## config.mk

```make
export PLATFORM = sky130hd
export DESIGN_NAME = adc_pins
export DESIGN_NICKNAME = d
export VERILOG_FILES = /design/src/inc/adc_pins_pkg.sv /design/src/rtl/adc_pins.sv
export SDC_FILE = /design/constraint.sdc
export NUM_CORES = 1
export LEC_CHECK = 0
export BUFFER_PORTS_ARGS = -buffer_cell sky130_fd_sc_hd__buf_2
export CAP_MARGIN = 5
export CORE_MARGIN = 5
export CORE_UTILIZATION = 40
export DETAILED_ROUTE_END_ITERATION = 7
export GPL_ROUTABILITY_DRIVEN = 0
export HOLD_SLACK_MARGIN = 0.15
export SYNTH_ARGS = -nofsm -noshare
export SYNTH_HDL_FRONTEND = slang
export SYNTH_SLANG_ARGS = --single-unit
export TNS_END_PERCENT = 20
```

## constraint.sdc

```tcl
create_clock -name aclk -period 3.65 [get_ports aclk]
set_clock_uncertainty 0.15 [all_clocks]
set_input_delay 0.1825 -clock aclk [delete_from_list [all_inputs] [get_ports aclk]]
set_output_delay 0.1825 -clock aclk [all_outputs]
set_load 0.02 [all_outputs]
```

## src/inc/adc_pins_pkg.sv

```systemverilog
// Constants and types for the converter pin logic and its register slave
package adc_pins_pkg;

    // Clock and timing
    localparam int CLK_MHZ = 50;
    localparam int CONV_TIME_NS = 1000;
    localparam int CONV_CYC = (CONV_TIME_NS * CLK_MHZ + 999) / 1000;
    localparam int SCLK_HALF_NS = 80;
    localparam int SCLK_HALF_CYC = (SCLK_HALF_NS * CLK_MHZ + 999) / 1000;

    // Widths and modes
    localparam int RES_BITS = 18;
    localparam int CFG_WIDTH = 2;
    localparam logic [1:0] SERIAL_MODE = 2'h3;

    // Register byte offsets
    localparam logic [7:0] CTRL_OFS = 8'h00;
    localparam logic [7:0] STATUS_OFS = 8'h04;
    localparam logic [7:0] RESULT_OFS = 8'h08;
    localparam logic [7:0] CFG_OFS = 8'h0c;
    localparam logic [7:0] IRQ_STAT_OFS = 8'h10;
    localparam logic [7:0] IRQ_MASK_OFS = 8'h14;

    // Field positions
    localparam int CTRL_START_BIT = 0;
    localparam int ST_BUSY = 0;
    localparam int ST_AVAIL = 1;
    localparam int ST_RANGE = 2;
    localparam int ST_SERIAL = 3;
    localparam int ST_MASTER = 4;
    localparam int ST_READING = 5;
    localparam int IRQ_CONV = 0;
    localparam int IRQ_RDERR = 1;
    localparam int IRQ_CFG = 2;
    localparam int IRQ_W = 3;

    // Shared pin positions on the 18-bit data bus
    localparam int PIN_SER_OUT = 10;
    localparam int PIN_SCLK = 11;
    localparam int PIN_MARK = 12;
    localparam int PIN_RDERR = 13;

    // Reset values and bus answers
    localparam logic [IRQ_W-1:0] IRQ_MASK_RST = 3'h0;
    localparam logic [CFG_WIDTH-1:0] CFG_RST = 2'h0;
    localparam logic [1:0] RESP_OKAY = 2'h0;
    localparam logic [1:0] RESP_SLVERR = 2'h2;

    // Inputs arriving from outside the clock domain
    typedef struct packed {
        logic conv_start_n;
        logic rd_n;
        logic cs_n;
        logic wide_range_select;
        logic frame_marker_polarity;
        logic serial_clock_invert;
        logic clock_source_select;
        logic [1:0] mode;
        logic config_port_enable;
        logic config_port_clock;
        logic config_port_data_in;
        logic pin_or_port_select;
        logic sclk;
    } async_in_t;

    localparam async_in_t ASYNC_RST = '{conv_start_n: 1'b1, rd_n: 1'b1, cs_n: 1'b1, default: '0};

    typedef enum logic {RD_IDLE, RD_SHIFT} rd_state_t;

    // Whole state of the block
    typedef struct packed {
        async_in_t s1;
        async_in_t s2;
        async_in_t s3;
        async_in_t f;
        rd_state_t rd_st;
        logic busy;
        logic [7:0] conv_cnt;
        logic [RES_BITS-1:0] result;
        logic avail;
        logic [RES_BITS-1:0] sh;
        logic [4:0] bit_cnt;
        logic [2:0] div_cnt;
        logic sclk;
        logic flag;
        logic [CFG_WIDTH-1:0] cfg_sh;
        logic [1:0] cfg_cnt;
        logic [CFG_WIDTH-1:0] cfg;
        logic range10;
        logic [RES_BITS-1:0] pin_out;
        logic [RES_BITS-1:0] pin_oe;
        logic [IRQ_W-1:0] irq_st;
        logic [IRQ_W-1:0] irq_mask;
        logic aw_hold;
        logic [7:0] aw_addr;
        logic w_hold;
        logic [31:0] w_data;
        logic [3:0] w_strb;
        logic bvalid;
        logic [1:0] bresp;
        logic rvalid;
        logic [31:0] rdata;
        logic [1:0] rresp;
    } state_t;

endpackage : adc_pins_pkg

```

## src/rtl/adc_pins.sv

```systemverilog
// Pin logic of the converter host interface with an AXI4-Lite register slave
//
// Summary of operation
// - Low polarity: marker high during valid data
// - High polarity: marker low during valid data
// - Modes 0-2 parallel bits, mode 3 serial
// - Slave read cut by conversion: drop, pulse flag
// - Select input picks pins or config port
// - Config clock edge chosen by clock invert
// - Config port acts only while enabled
// - Busy high from start until result latched
// - Parallel modes: range pin picks 10 V
// - Serial: pin or config port picks range
// - Output bus driven only with select, strobe low, except serial marker, error and master clock pins
// - Clock source high is slave, low master
// - Slave updates rising, or falling when inverted
`timescale 1ns/100ps

module adc_pins (
    // Clock and reset
    input wire logic aclk,
    input wire logic aresetn,
    // AXI4-Lite write address and data
    input wire logic [7:0] awaddr,
    input wire logic awvalid,
    output logic awready,
    input wire logic [31:0] wdata,
    input wire logic [3:0] wstrb,
    input wire logic wvalid,
    output logic wready,
    // AXI4-Lite write response
    output logic [1:0] bresp,
    output logic bvalid,
    input wire logic bready,
    // AXI4-Lite read
    input wire logic [7:0] araddr,
    input wire logic arvalid,
    output logic arready,
    output logic [31:0] rdata,
    output logic [1:0] rresp,
    output logic rvalid,
    input wire logic rready,
    // Interrupt
    output logic irq,
    // Control pins from the host
    input wire logic [1:0] mode,
    input wire logic conv_start_n,
    input wire logic cs_n,
    input wire logic rd_n,
    input wire logic wide_range_select,
    input wire logic frame_marker_polarity,
    input wire logic serial_clock_invert,
    input wire logic clock_source_select,
    // Shared 18-bit data pins
    input wire logic [17:0] data_pin_in,
    output logic [17:0] data_pin_out,
    output logic [17:0] data_pin_oe,
    // Converter core side
    input wire logic [17:0] conv_result,
    output logic conversion_busy,
    output logic range_10v,
    output logic config_mode_bit
);

    // ------------------------------------------------------------
    // Declarations
    // ------------------------------------------------------------
    localparam logic [7:0] CONV_LAST = 8'(adc_pins_pkg::CONV_CYC - 1);
    localparam logic [2:0] HALF_LAST = 3'(adc_pins_pkg::SCLK_HALF_CYC - 1);
    localparam logic [4:0] BIT_LAST = 5'(adc_pins_pkg::RES_BITS - 1);
    localparam logic [1:0] CFG_FULL = 2'(adc_pins_pkg::CFG_WIDTH);

    adc_pins_pkg::state_t r;
    adc_pins_pkg::state_t n;
    adc_pins_pkg::async_in_t async_now;

    logic serial;
    logic slave;
    logic master;
    logic bus_en;
    logic pop;
    logic upd_edge;
    logic cfg_edge;
    logic cfg_close;
    logic start_req;
    logic conv_done;
    logic aw_fire;
    logic w_fire;
    logic wr_go;
    logic [7:0] wr_addr;
    logic [31:0] wr_data;
    logic [3:0] wr_strb;
    logic [adc_pins_pkg::IRQ_W-1:0] irq_set;
    logic [adc_pins_pkg::IRQ_W-1:0] irq_clr;
    logic m_toggle;

    // Gather the outside-domain inputs; pins 14 to 17 and 11 carry serial-mode inputs
    assign async_now = '{
        conv_start_n: conv_start_n,
        rd_n: rd_n,
        cs_n: cs_n,
        wide_range_select: wide_range_select,
        frame_marker_polarity: frame_marker_polarity,
        serial_clock_invert: serial_clock_invert,
        clock_source_select: clock_source_select,
        mode: mode,
        config_port_enable: data_pin_in[17],
        config_port_clock: data_pin_in[16],
        config_port_data_in: data_pin_in[15],
        pin_or_port_select: data_pin_in[14],
        sclk: data_pin_in[adc_pins_pkg::PIN_SCLK]
    };

    // ------------------------------------------------------------
    // Next-state logic
    // ------------------------------------------------------------
    always_comb begin
        n = r;

        // Three-stage sampling; a bit moves only once stages two and three agree
        n.s1 = async_now;
        n.s2 = r.s1;
        n.s3 = r.s2;
        n.f = adc_pins_pkg::async_in_t'((~(r.s2 ^ r.s3) & r.s2) | ((r.s2 ^ r.s3) & r.f));

        // Mode decode
        serial = (r.f.mode == adc_pins_pkg::SERIAL_MODE);
        slave = serial & r.f.clock_source_select;
        master = serial & ~r.f.clock_source_select;
        bus_en = ~r.f.cs_n & ~r.f.rd_n;
        pop = r.f.pin_or_port_select;

        // Serial clock edge that moves the next bit out
        if (r.f.serial_clock_invert) begin
            upd_edge = ~n.f.sclk & r.f.sclk;
        end else begin
            upd_edge = n.f.sclk & ~r.f.sclk;
        end

        // Config clock edge follows the same invert input
        if (r.f.serial_clock_invert) begin
            cfg_edge = ~n.f.config_port_clock & r.f.config_port_clock;
        end else begin
            cfg_edge = n.f.config_port_clock & ~r.f.config_port_clock;
        end
        cfg_close = ~n.f.config_port_enable & r.f.config_port_enable;

        // Master clock divider; the falling half moves data
        m_toggle = 1'b0;
        if (master && r.rd_st == adc_pins_pkg::RD_SHIFT) begin
            if (r.div_cnt == HALF_LAST) begin
                n.div_cnt = 3'h0;
                n.sclk = ~r.sclk;
                m_toggle = 1'b1;
            end else begin
                n.div_cnt = r.div_cnt + 3'h1;
            end
        end else begin
            n.div_cnt = 3'h0;
            n.sclk = 1'b0;
        end

        // AXI write channels, taken in either order
        awready = ~r.aw_hold & ~r.bvalid;
        wready = ~r.w_hold & ~r.bvalid;
        aw_fire = awvalid & awready;
        w_fire = wvalid & wready;
        if (aw_fire) begin
            n.aw_hold = 1'b1;
            n.aw_addr = awaddr;
        end
        if (w_fire) begin
            n.w_hold = 1'b1;
            n.w_data = wdata;
            n.w_strb = wstrb;
        end
        wr_go = (r.aw_hold | aw_fire) & (r.w_hold | w_fire);
        wr_addr = r.aw_hold ? r.aw_addr : awaddr;
        wr_data = r.w_hold ? r.w_data : wdata;
        wr_strb = r.w_hold ? r.w_strb : wstrb;

        // Register write effects
        irq_clr = '0;
        start_req = ~n.f.conv_start_n & r.f.conv_start_n;
        if (r.bvalid && bready) begin
            n.bvalid = 1'b0;
        end
        if (wr_go) begin
            n.aw_hold = 1'b0;
            n.w_hold = 1'b0;
            n.bvalid = 1'b1;
            n.bresp = adc_pins_pkg::RESP_OKAY;
            unique case (wr_addr)
                adc_pins_pkg::CTRL_OFS: begin
                    start_req = start_req | (wr_strb[0] & wr_data[adc_pins_pkg::CTRL_START_BIT]);
                end
                adc_pins_pkg::IRQ_STAT_OFS: begin
                    irq_clr = wr_strb[0] ? wr_data[adc_pins_pkg::IRQ_W-1:0] : '0;
                end
                adc_pins_pkg::IRQ_MASK_OFS: begin
                    if (wr_strb[0]) begin
                        n.irq_mask = wr_data[adc_pins_pkg::IRQ_W-1:0];
                    end
                end
                adc_pins_pkg::STATUS_OFS, adc_pins_pkg::RESULT_OFS, adc_pins_pkg::CFG_OFS: begin
                    // Read-only: write ignored
                end
                default: begin
                    n.bresp = adc_pins_pkg::RESP_SLVERR;
                end
            endcase
        end

        // AXI read channel
        arready = ~r.rvalid;
        if (r.rvalid && rready) begin
            n.rvalid = 1'b0;
        end
        if (arvalid && arready) begin
            n.rvalid = 1'b1;
            n.rresp = adc_pins_pkg::RESP_OKAY;
            n.rdata = 32'h0;
            unique case (araddr)
                adc_pins_pkg::CTRL_OFS: begin
                    n.rdata = 32'h0;
                end
                adc_pins_pkg::STATUS_OFS: begin
                    n.rdata[adc_pins_pkg::ST_BUSY] = r.busy;
                    n.rdata[adc_pins_pkg::ST_AVAIL] = r.avail;
                    n.rdata[adc_pins_pkg::ST_RANGE] = r.range10;
                    n.rdata[adc_pins_pkg::ST_SERIAL] = serial;
                    n.rdata[adc_pins_pkg::ST_MASTER] = master;
                    n.rdata[adc_pins_pkg::ST_READING] = (r.rd_st == adc_pins_pkg::RD_SHIFT);
                end
                adc_pins_pkg::RESULT_OFS: begin
                    n.rdata[adc_pins_pkg::RES_BITS-1:0] = r.result;
                end
                adc_pins_pkg::CFG_OFS: begin
                    n.rdata[adc_pins_pkg::CFG_WIDTH-1:0] = r.cfg;
                end
                adc_pins_pkg::IRQ_STAT_OFS: begin
                    n.rdata[adc_pins_pkg::IRQ_W-1:0] = r.irq_st;
                end
                adc_pins_pkg::IRQ_MASK_OFS: begin
                    n.rdata[adc_pins_pkg::IRQ_W-1:0] = r.irq_mask;
                end
                default: begin
                    n.rresp = adc_pins_pkg::RESP_SLVERR;
                end
            endcase
        end

        // Conversion timer; busy drops in the same edge the result is latched
        irq_set = '0;
        conv_done = r.busy & (r.conv_cnt == CONV_LAST);
        if (r.busy) begin
            if (conv_done) begin
                n.busy = 1'b0;
                n.result = conv_result;
                n.avail = 1'b1;
                irq_set[adc_pins_pkg::IRQ_CONV] = 1'b1;
            end else begin
                n.conv_cnt = r.conv_cnt + 8'h1;
            end
        end else if (start_req) begin
            n.busy = 1'b1;
            n.conv_cnt = 8'h0;
        end

        // Serial read sequencer
        n.flag = 1'b0;
        unique case (r.rd_st)
            adc_pins_pkg::RD_IDLE: begin
                if (master && conv_done) begin
                    // Master reads after convert, straight from the core
                    n.rd_st = adc_pins_pkg::RD_SHIFT;
                    n.sh = conv_result;
                    n.bit_cnt = 5'h0;
                    n.avail = 1'b0;
                end else if (slave && r.avail && bus_en) begin
                    n.rd_st = adc_pins_pkg::RD_SHIFT;
                    n.sh = r.result;
                    n.bit_cnt = 5'h0;
                    n.avail = conv_done; // A word landing now stays available
                end
            end
            adc_pins_pkg::RD_SHIFT: begin
                if (!serial) begin
                    n.rd_st = adc_pins_pkg::RD_IDLE;
                end else if (slave && conv_done) begin
                    // Unfinished read: the new word is lost and the flag pulses
                    n.rd_st = adc_pins_pkg::RD_IDLE;
                    n.avail = 1'b0;
                    n.flag = 1'b1;
                    irq_set[adc_pins_pkg::IRQ_RDERR] = 1'b1;
                end else if (master && conv_done) begin
                    // A fresh word restarts the master frame
                    n.sh = conv_result;
                    n.bit_cnt = 5'h0;
                    n.avail = 1'b0;
                end else if ((slave && upd_edge) || (master && m_toggle && r.sclk)) begin
                    if (r.bit_cnt == BIT_LAST) begin
                        n.rd_st = adc_pins_pkg::RD_IDLE;
                    end else begin
                        n.sh = {r.sh[adc_pins_pkg::RES_BITS-2:0], 1'b0};
                        n.bit_cnt = r.bit_cnt + 5'h1;
                    end
                end
            end
        endcase

        // Configuration port; only with the select low and the enable high
        if (serial && !pop && r.f.config_port_enable) begin
            if (cfg_edge) begin
                n.cfg_sh = {r.cfg_sh[adc_pins_pkg::CFG_WIDTH-2:0], r.f.config_port_data_in};
                if (r.cfg_cnt != CFG_FULL) begin
                    n.cfg_cnt = r.cfg_cnt + 2'h1;
                end
            end
        end
        if (cfg_close) begin
            // A short word is dropped rather than half-applied
            if (serial && !pop && r.cfg_cnt == CFG_FULL) begin
                n.cfg = r.cfg_sh;
                irq_set[adc_pins_pkg::IRQ_CFG] = 1'b1;
            end
            n.cfg_cnt = 2'h0;
        end

        // Range source: pin in parallel modes, pin or stored word in serial
        if (!serial) begin
            n.range10 = r.f.wide_range_select;
        end else if (pop) begin
            n.range10 = r.f.wide_range_select;
        end else begin
            n.range10 = r.cfg[0];
        end

        // Sticky interrupt bits; a set in the clearing cycle wins
        n.irq_st = (r.irq_st & ~irq_clr) | irq_set;

        // Pin drive, registered so the data pins come from flops
        n.pin_out = '0;
        n.pin_oe = '0;
        if (!serial) begin
            n.pin_out = r.result;
            n.pin_oe = bus_en ? '1 : '0;
        end else begin
            n.pin_out[adc_pins_pkg::PIN_SER_OUT] = r.sh[adc_pins_pkg::RES_BITS-1];
            n.pin_oe[adc_pins_pkg::PIN_SER_OUT] = bus_en;
            n.pin_out[adc_pins_pkg::PIN_SCLK] = r.sclk;
            n.pin_oe[adc_pins_pkg::PIN_SCLK] = master;
            // Marker is active while shifting, inverted by the polarity input
            n.pin_out[adc_pins_pkg::PIN_MARK] =
                (r.rd_st == adc_pins_pkg::RD_SHIFT) ^ r.f.frame_marker_polarity;
            n.pin_oe[adc_pins_pkg::PIN_MARK] = 1'b1;
            n.pin_out[adc_pins_pkg::PIN_RDERR] = r.flag;
            n.pin_oe[adc_pins_pkg::PIN_RDERR] = 1'b1;
        end
    end

    // ------------------------------------------------------------
    // State register
    // ------------------------------------------------------------
    always_ff @(posedge aclk) begin
        if (!aresetn) begin
            r <= '{
                s1: adc_pins_pkg::ASYNC_RST,
                s2: adc_pins_pkg::ASYNC_RST,
                s3: adc_pins_pkg::ASYNC_RST,
                f: adc_pins_pkg::ASYNC_RST,
                rd_st: adc_pins_pkg::RD_IDLE,
                cfg: adc_pins_pkg::CFG_RST,
                irq_mask: adc_pins_pkg::IRQ_MASK_RST,
                default: '0
            };
        end else begin
            r <= n;
        end
    end

    // Outputs
    assign bresp = r.bresp;
    assign bvalid = r.bvalid;
    assign rdata = r.rdata;
    assign rresp = r.rresp;
    assign rvalid = r.rvalid;
    assign irq = |(r.irq_st & r.irq_mask);
    assign data_pin_out = r.pin_out;
    assign data_pin_oe = r.pin_oe;
    assign conversion_busy = r.busy;
    assign range_10v = r.range10;
    assign config_mode_bit = r.cfg[1];
endmodule : adc_pins

```

# After elaboration in Yosys (flattened, before gate mapping)
# Index checks and enable logic that the tools add are counted.
dict set report totals {
  ff_bits 200
  inputBits 104
  out_inout_bits 81
  wordCells 248
}
dict set report classes {
  n_addsub 4
  eq_ne 22
  mux 58
  bitwise 46
  n_reduce_logical 36
}
# operator count
set op_table {}
lappend op_table {{2-to-1 mux 23 bit} 4}
lappend op_table {{2-to-1 mux 24 bit} 3}
lappend op_table {{one-hot mux 24 bit (2 select lines)} 1}
lappend op_table {{2-to-1 mux 35 bit} 1}
lappend op_table {{equality test 8 x 4 -> 1 bit, second input constant} 4}
lappend op_table {{equality test 8 x 5 -> 1 bit, second input constant} 4}
lappend op_table {{2-to-1 mux 1 bit} 30}
lappend op_table {{bitwise AND 14 bit} 2}
lappend op_table {{2-to-1 mux 18 bit} 1}
lappend op_table {{2-to-1 mux 9 bit} 2}
lappend op_table {{NOT 1 bit} 17}
lappend op_table {{bitwise AND 1 bit} 16}
lappend op_table {{equality test 8 x 3 -> 1 bit, second input constant} 2}
lappend op_table {{zero test 8 bit} 2}
lappend op_table {{2-to-1 mux 8 bit} 2}
lappend op_table {{2-to-1 mux 3 bit} 5}
lappend op_table {{logical AND 1 bit} 14}
lappend op_table {{NOT 14 bit} 1}
lappend op_table {{OR 14 bit} 1}
lappend op_table {{bitwise XOR 14 bit} 1}
lappend op_table {{2-to-1 mux 12 bit} 1}
lappend op_table {{OR reduction 6 bit} 2}
lappend op_table {{one-hot mux 2 bit (5 select lines)} 1}
lappend op_table {{AND reduction 2 bit} 5}
lappend op_table {{29 further kinds} 44}

# Logic depth before layout (Yosys ltp)
dict set report depth {
  depth_word 14
  ltp_mapped 9
  mapped_depth_nobuf 7
}

# Worst setup path after synthesis
# OpenSTA, ideal clock, no wires.
dict set report synth_path {
  path_type {reg-to-reg}
  start {reg r[180] (netlist name)}
  end {reg r[143] (netlist name)}
  setup_time_ns 0.128
  t_arrival_ns 1.906
  required_time_ns 3.372
  setup_slack_ns 1.466
  stages_incl_launch_ff 8
  path_buffers 1
  synth_period_minus_slack_ns 2.184
  path_cell_list {dfxtp_1 -> ha_1 -> or4b_4 -> nor4_4 -> a211oi_1 -> clkbuf_1 -> a222oi_1 -> nor2_1}
}
dict set report synth_between {
  elab_chain_len 7
  elab_cells_between_ends 14
  cone_classes {eq/ne: 5; mux: 5; bitwise: 1; reduce/logical: 3}
}
# element line_no
set synth_lines {}
lappend synth_lines {{start: declaration} adc_pins.sv:73} ;# adc_pins_pkg::state_t r;
lappend synth_lines {{start signal: assignment} adc_pins.sv:367} ;# r <= '{
lappend synth_lines {{start signal: assignment} adc_pins.sv:378} ;# r <= n;
lappend synth_lines {{equality test 8 x 6 -> 1 bit *} adc_pins.sv:255} ;# conv_done = r.busy & (r.conv_cnt == CONV_LAST);
lappend synth_lines {{bitwise AND 1 bit *} adc_pins.sv:255}
lappend synth_lines {{logical AND 1 bit} {adc_pins.sv:274, adc_pins.sv:296}}
lappend synth_lines {{2-to-1 mux 23 bit} adc_pins.sv:296} ;# end else if (master && conv_done) begin
lappend synth_lines {{2-to-1 mux 23 bit} adc_pins.sv:290} ;# end else if (slave && conv_done) begin
lappend synth_lines {{2-to-1 mux 24 bit} adc_pins.sv:288} ;# if (!serial) begin
lappend synth_lines {{one-hot mux 24 bit (2 select lines)} adc_pins.sv:272} ;# unique case (r.rd_st)
# Every way passes the cells marked *; elsewhere a longest branch is shown, timed or not. The select of a mux whose other input is x is not followed.
# A chain may end at the register's enable or synchronous reset.

# Final worst setup path
dict set report layout_path {
  start {in aresetn}
  end {reg r, in the netlist rvalid}
}
# element line_no
set layout_lines {}
lappend layout_lines {{start: declaration} adc_pins.sv:22} ;# input wire logic aresetn,
# No word-level cell between the ends.

==> results.cfg <==
[synthesis]
synth_area_per_cell_sq_um = 9.04
synth_seq_area_share_pct = 47.5
yosysMostFrequentCell = dfxtp_1
async_flop_share_pct = 0
synth_seq_cells = 184
yosys-top-cells-area = dfxtp_1, buf_4, nand2_1, and2_1, nand3_1
synth_top_area_share_pct = 47.5
yosys_warnings = 0
ys_types = 72
synthFlopType = dfxtp_1
netlist_top_cells_count = dfxtp_1, nand2_1, buf_4, nor2_1
synth_edf_count = 0
syn_inst = 858
syn_area_sq_um = 7760
synth_area_leader_cell = dfxtp_1

[route]
ant_nets = 0
wl_mm = 18.3
viasPerCell = 4.99
dr.pass1.iters = 5
wl_per_cell_microns = 14.8
route.detailed.drc = 0
vias = 6183
drt_iter0_markers = 435

[cells_and_area]
layout.cells.non_filler = 1240
fill_cells = 1899
fin_area_sq_um = 9330
syn_to_final_growth_pct = 20.3
drive_gt1_share_pct = 19.2
diodes = 0
fin_util_pct = 48.4
nets = 1073

[sta]
timing.fmax_ghz = 0.369
final.setup.tns_ps = 0
slew_headroom_pct = 34.2
worst_pin_slew_ps = 986
period_minus_slack_ps = 2710
fin_crit_sh_pct = 74.3
rsz0062_at_grt = false
setup_viol = 0
finalMaxSlewViolations = 0
final_hold_viol_count = 0

[clock_tree]
numClockSinks = 184
cts_root_buffer = clkbuf_16
clock_latency_ps = 430
cts_resized = 0
clk_pin_slew_ps = 70
clock_path_buffers = 2
cts_buffers = 17
cts_tree = done
cts_max_level = 4
cts_hold_buffers = 60
postCtsSetupBuffers = 0

[power_and_ir_drop]
p_per_area_nw_per_um2 = 455
vdd_ir_drop_max_mv = 0.350
total_power_mw = 4.24
power_leakage_nw = 3.72

[worst_setup_path]
critPathLaunchType = primary input
cp_common_cell = buf_4
cpPeakStageDelay_ps = 560
crit_required_ps = 3870
cp_slowest_cell = dlygate4sd3_1
cp_max_fo = 29
worst_ep_arrival_time_ps = 2930
criticalPathCategory = primary input to register
cp_num_buf_inv = 6
crit_path_cell_trace = dlygate4sd3_1 > buf_4 > clkinv_1 > buf_4 > buf_4 > a211oi_1 > dlygate4sd3_1
crit_family = buffers and inverters
worstSetupEndpointType = register

[global_route]
grt_max_degree = 115
grt_pass1_wl_mm = 29.3
grt.total_usage_pct = 16.3
grt_pass1_vias = 5760
antenna_found_initial = 0
globalRouteOverflowTotal = 0

[die]
io_pins = 185
initial_core_util_pct = 40.3
die_w_microns = 149
dieHeight_microns = 149
die_area_sq_um = 22300
core_area_sq_um = 19300
placementRows = 51

[worst_hold_path]
hold_path_class = primary input to register

[place]
port_buffers = 123
hpwl_mm = 11.9
place_area_sq_um = 8130
dpl.cell_count = 1148

[status]
outcome = finished clean

[flow_run]
cap_viol_max_count = 0
metal layers:
metal | wire (microns) | global-route usage (%) | vias to the layer above
li1 | - | - | 3131
met1 | 8910 | 22.7 | 2825
met2 | 8050 | 25.1 | 192
met3 | 982 | 3.62 | 35
met4 | 393 | 5.68 | 0
met5 | 0 | 0 | -
metrics by stage:
stage	setup WS, ps	hold slack (ps)
3_5_place_dp	1010	218
3_3_place_gp	1020	216
2_1_floorplan	1470	132
4_1_cts	963	185
5_1_grt	736	197
6_report	940	194
final cells by class:
type                       count  area (sq um)  share of cell area [%]
clock buffer                  17           425                    4.56
clock inverter                15           175                    1.88
inverter                      11          41.3                   0.442
multi-input combinational    550          3340                    35.8
sequential                   184          3680                    39.5
tap                          265           332                    3.55
timing repair buffer         198          1330                    14.3
tightest hold or removal path, delay by kind of cell:
| family | cells | cell delay [ps] |
|---|---|---|
| and+or+nand+nor | 1 | 120 |
| buffers and inverters | 2 | 300 |
| AOI/OAI and AO/OA | 1 | 130 |
where the power goes:
part | switching (mW) | internal [mW]
clock network | 0.847 | 1.04
registers | 0.0291 | 2.05
logic | 0.152 | 0.132
layout by cell type, fill, tap and decap left out, types with 6 or more instances in the layout:
cell type      count
dfxtp_1          184
buf_2            122
nand2_1           89
dlygate4sd3_1     60
nor2_1            48
nand3_1           45
a21oi_1           44
o21ai_0           41
and2_1            38
a21boi_0          22
a221oi_1          21
mux2i_1           19
and3_1            19
o31ai_1           19
clkbuf_16         17
nand2b_1          16
conb_1            16
buf_4             16
inv_1             10
a211oi_1           8
nor3_1             7
ha_1               7
a31oi_1            6
inv_6              6
final timing paths:
path / to / depth (start not counted) / from / slack (ps)
worst max-delay path: rvalid$_SDFFE_PN0P_ / 7 / aresetn / 940
worst min-delay path: rresp[1]$_SDFFE_PN0P_ / 4 / arvalid / 190
worst max register to register: r[152]$_SDFFE_PN0P_ / 7 / r[180]$_SDFFE_PN0P_ / 980
worst min register to register: n[217]$_SDFF_PN1_ / 1 / n[231]$_SDFF_PN1_ / 260
sequential cells by signal, summed over array words and instances (netlist names), named ones only:
name             count
r                   99
n                   28
data_pin_out        18
rdata               18
data_pin_oe          4
bresp                1
bvalid               1
config_mode_bit      1
conversion_busy      1
range_10v            1
rresp                1
rvalid               1
logic make-up after synthesis:
group / Yosys count / share of synthesized area, %
AOI/OAI and AO/OA: 194 / 16.5
xor gates and xnor gates: 4 / 0.452
adders and majority gates: 7 / 1.13
buffers and inverters: 139 / 10.5
DFF: 184 / 47.5
muxes: 23 / 3.03
other: 1 / 0.0483
and+or+nand+nor: 306 / 20.9
No activity file was read; power rests on OpenSTA's default activity.
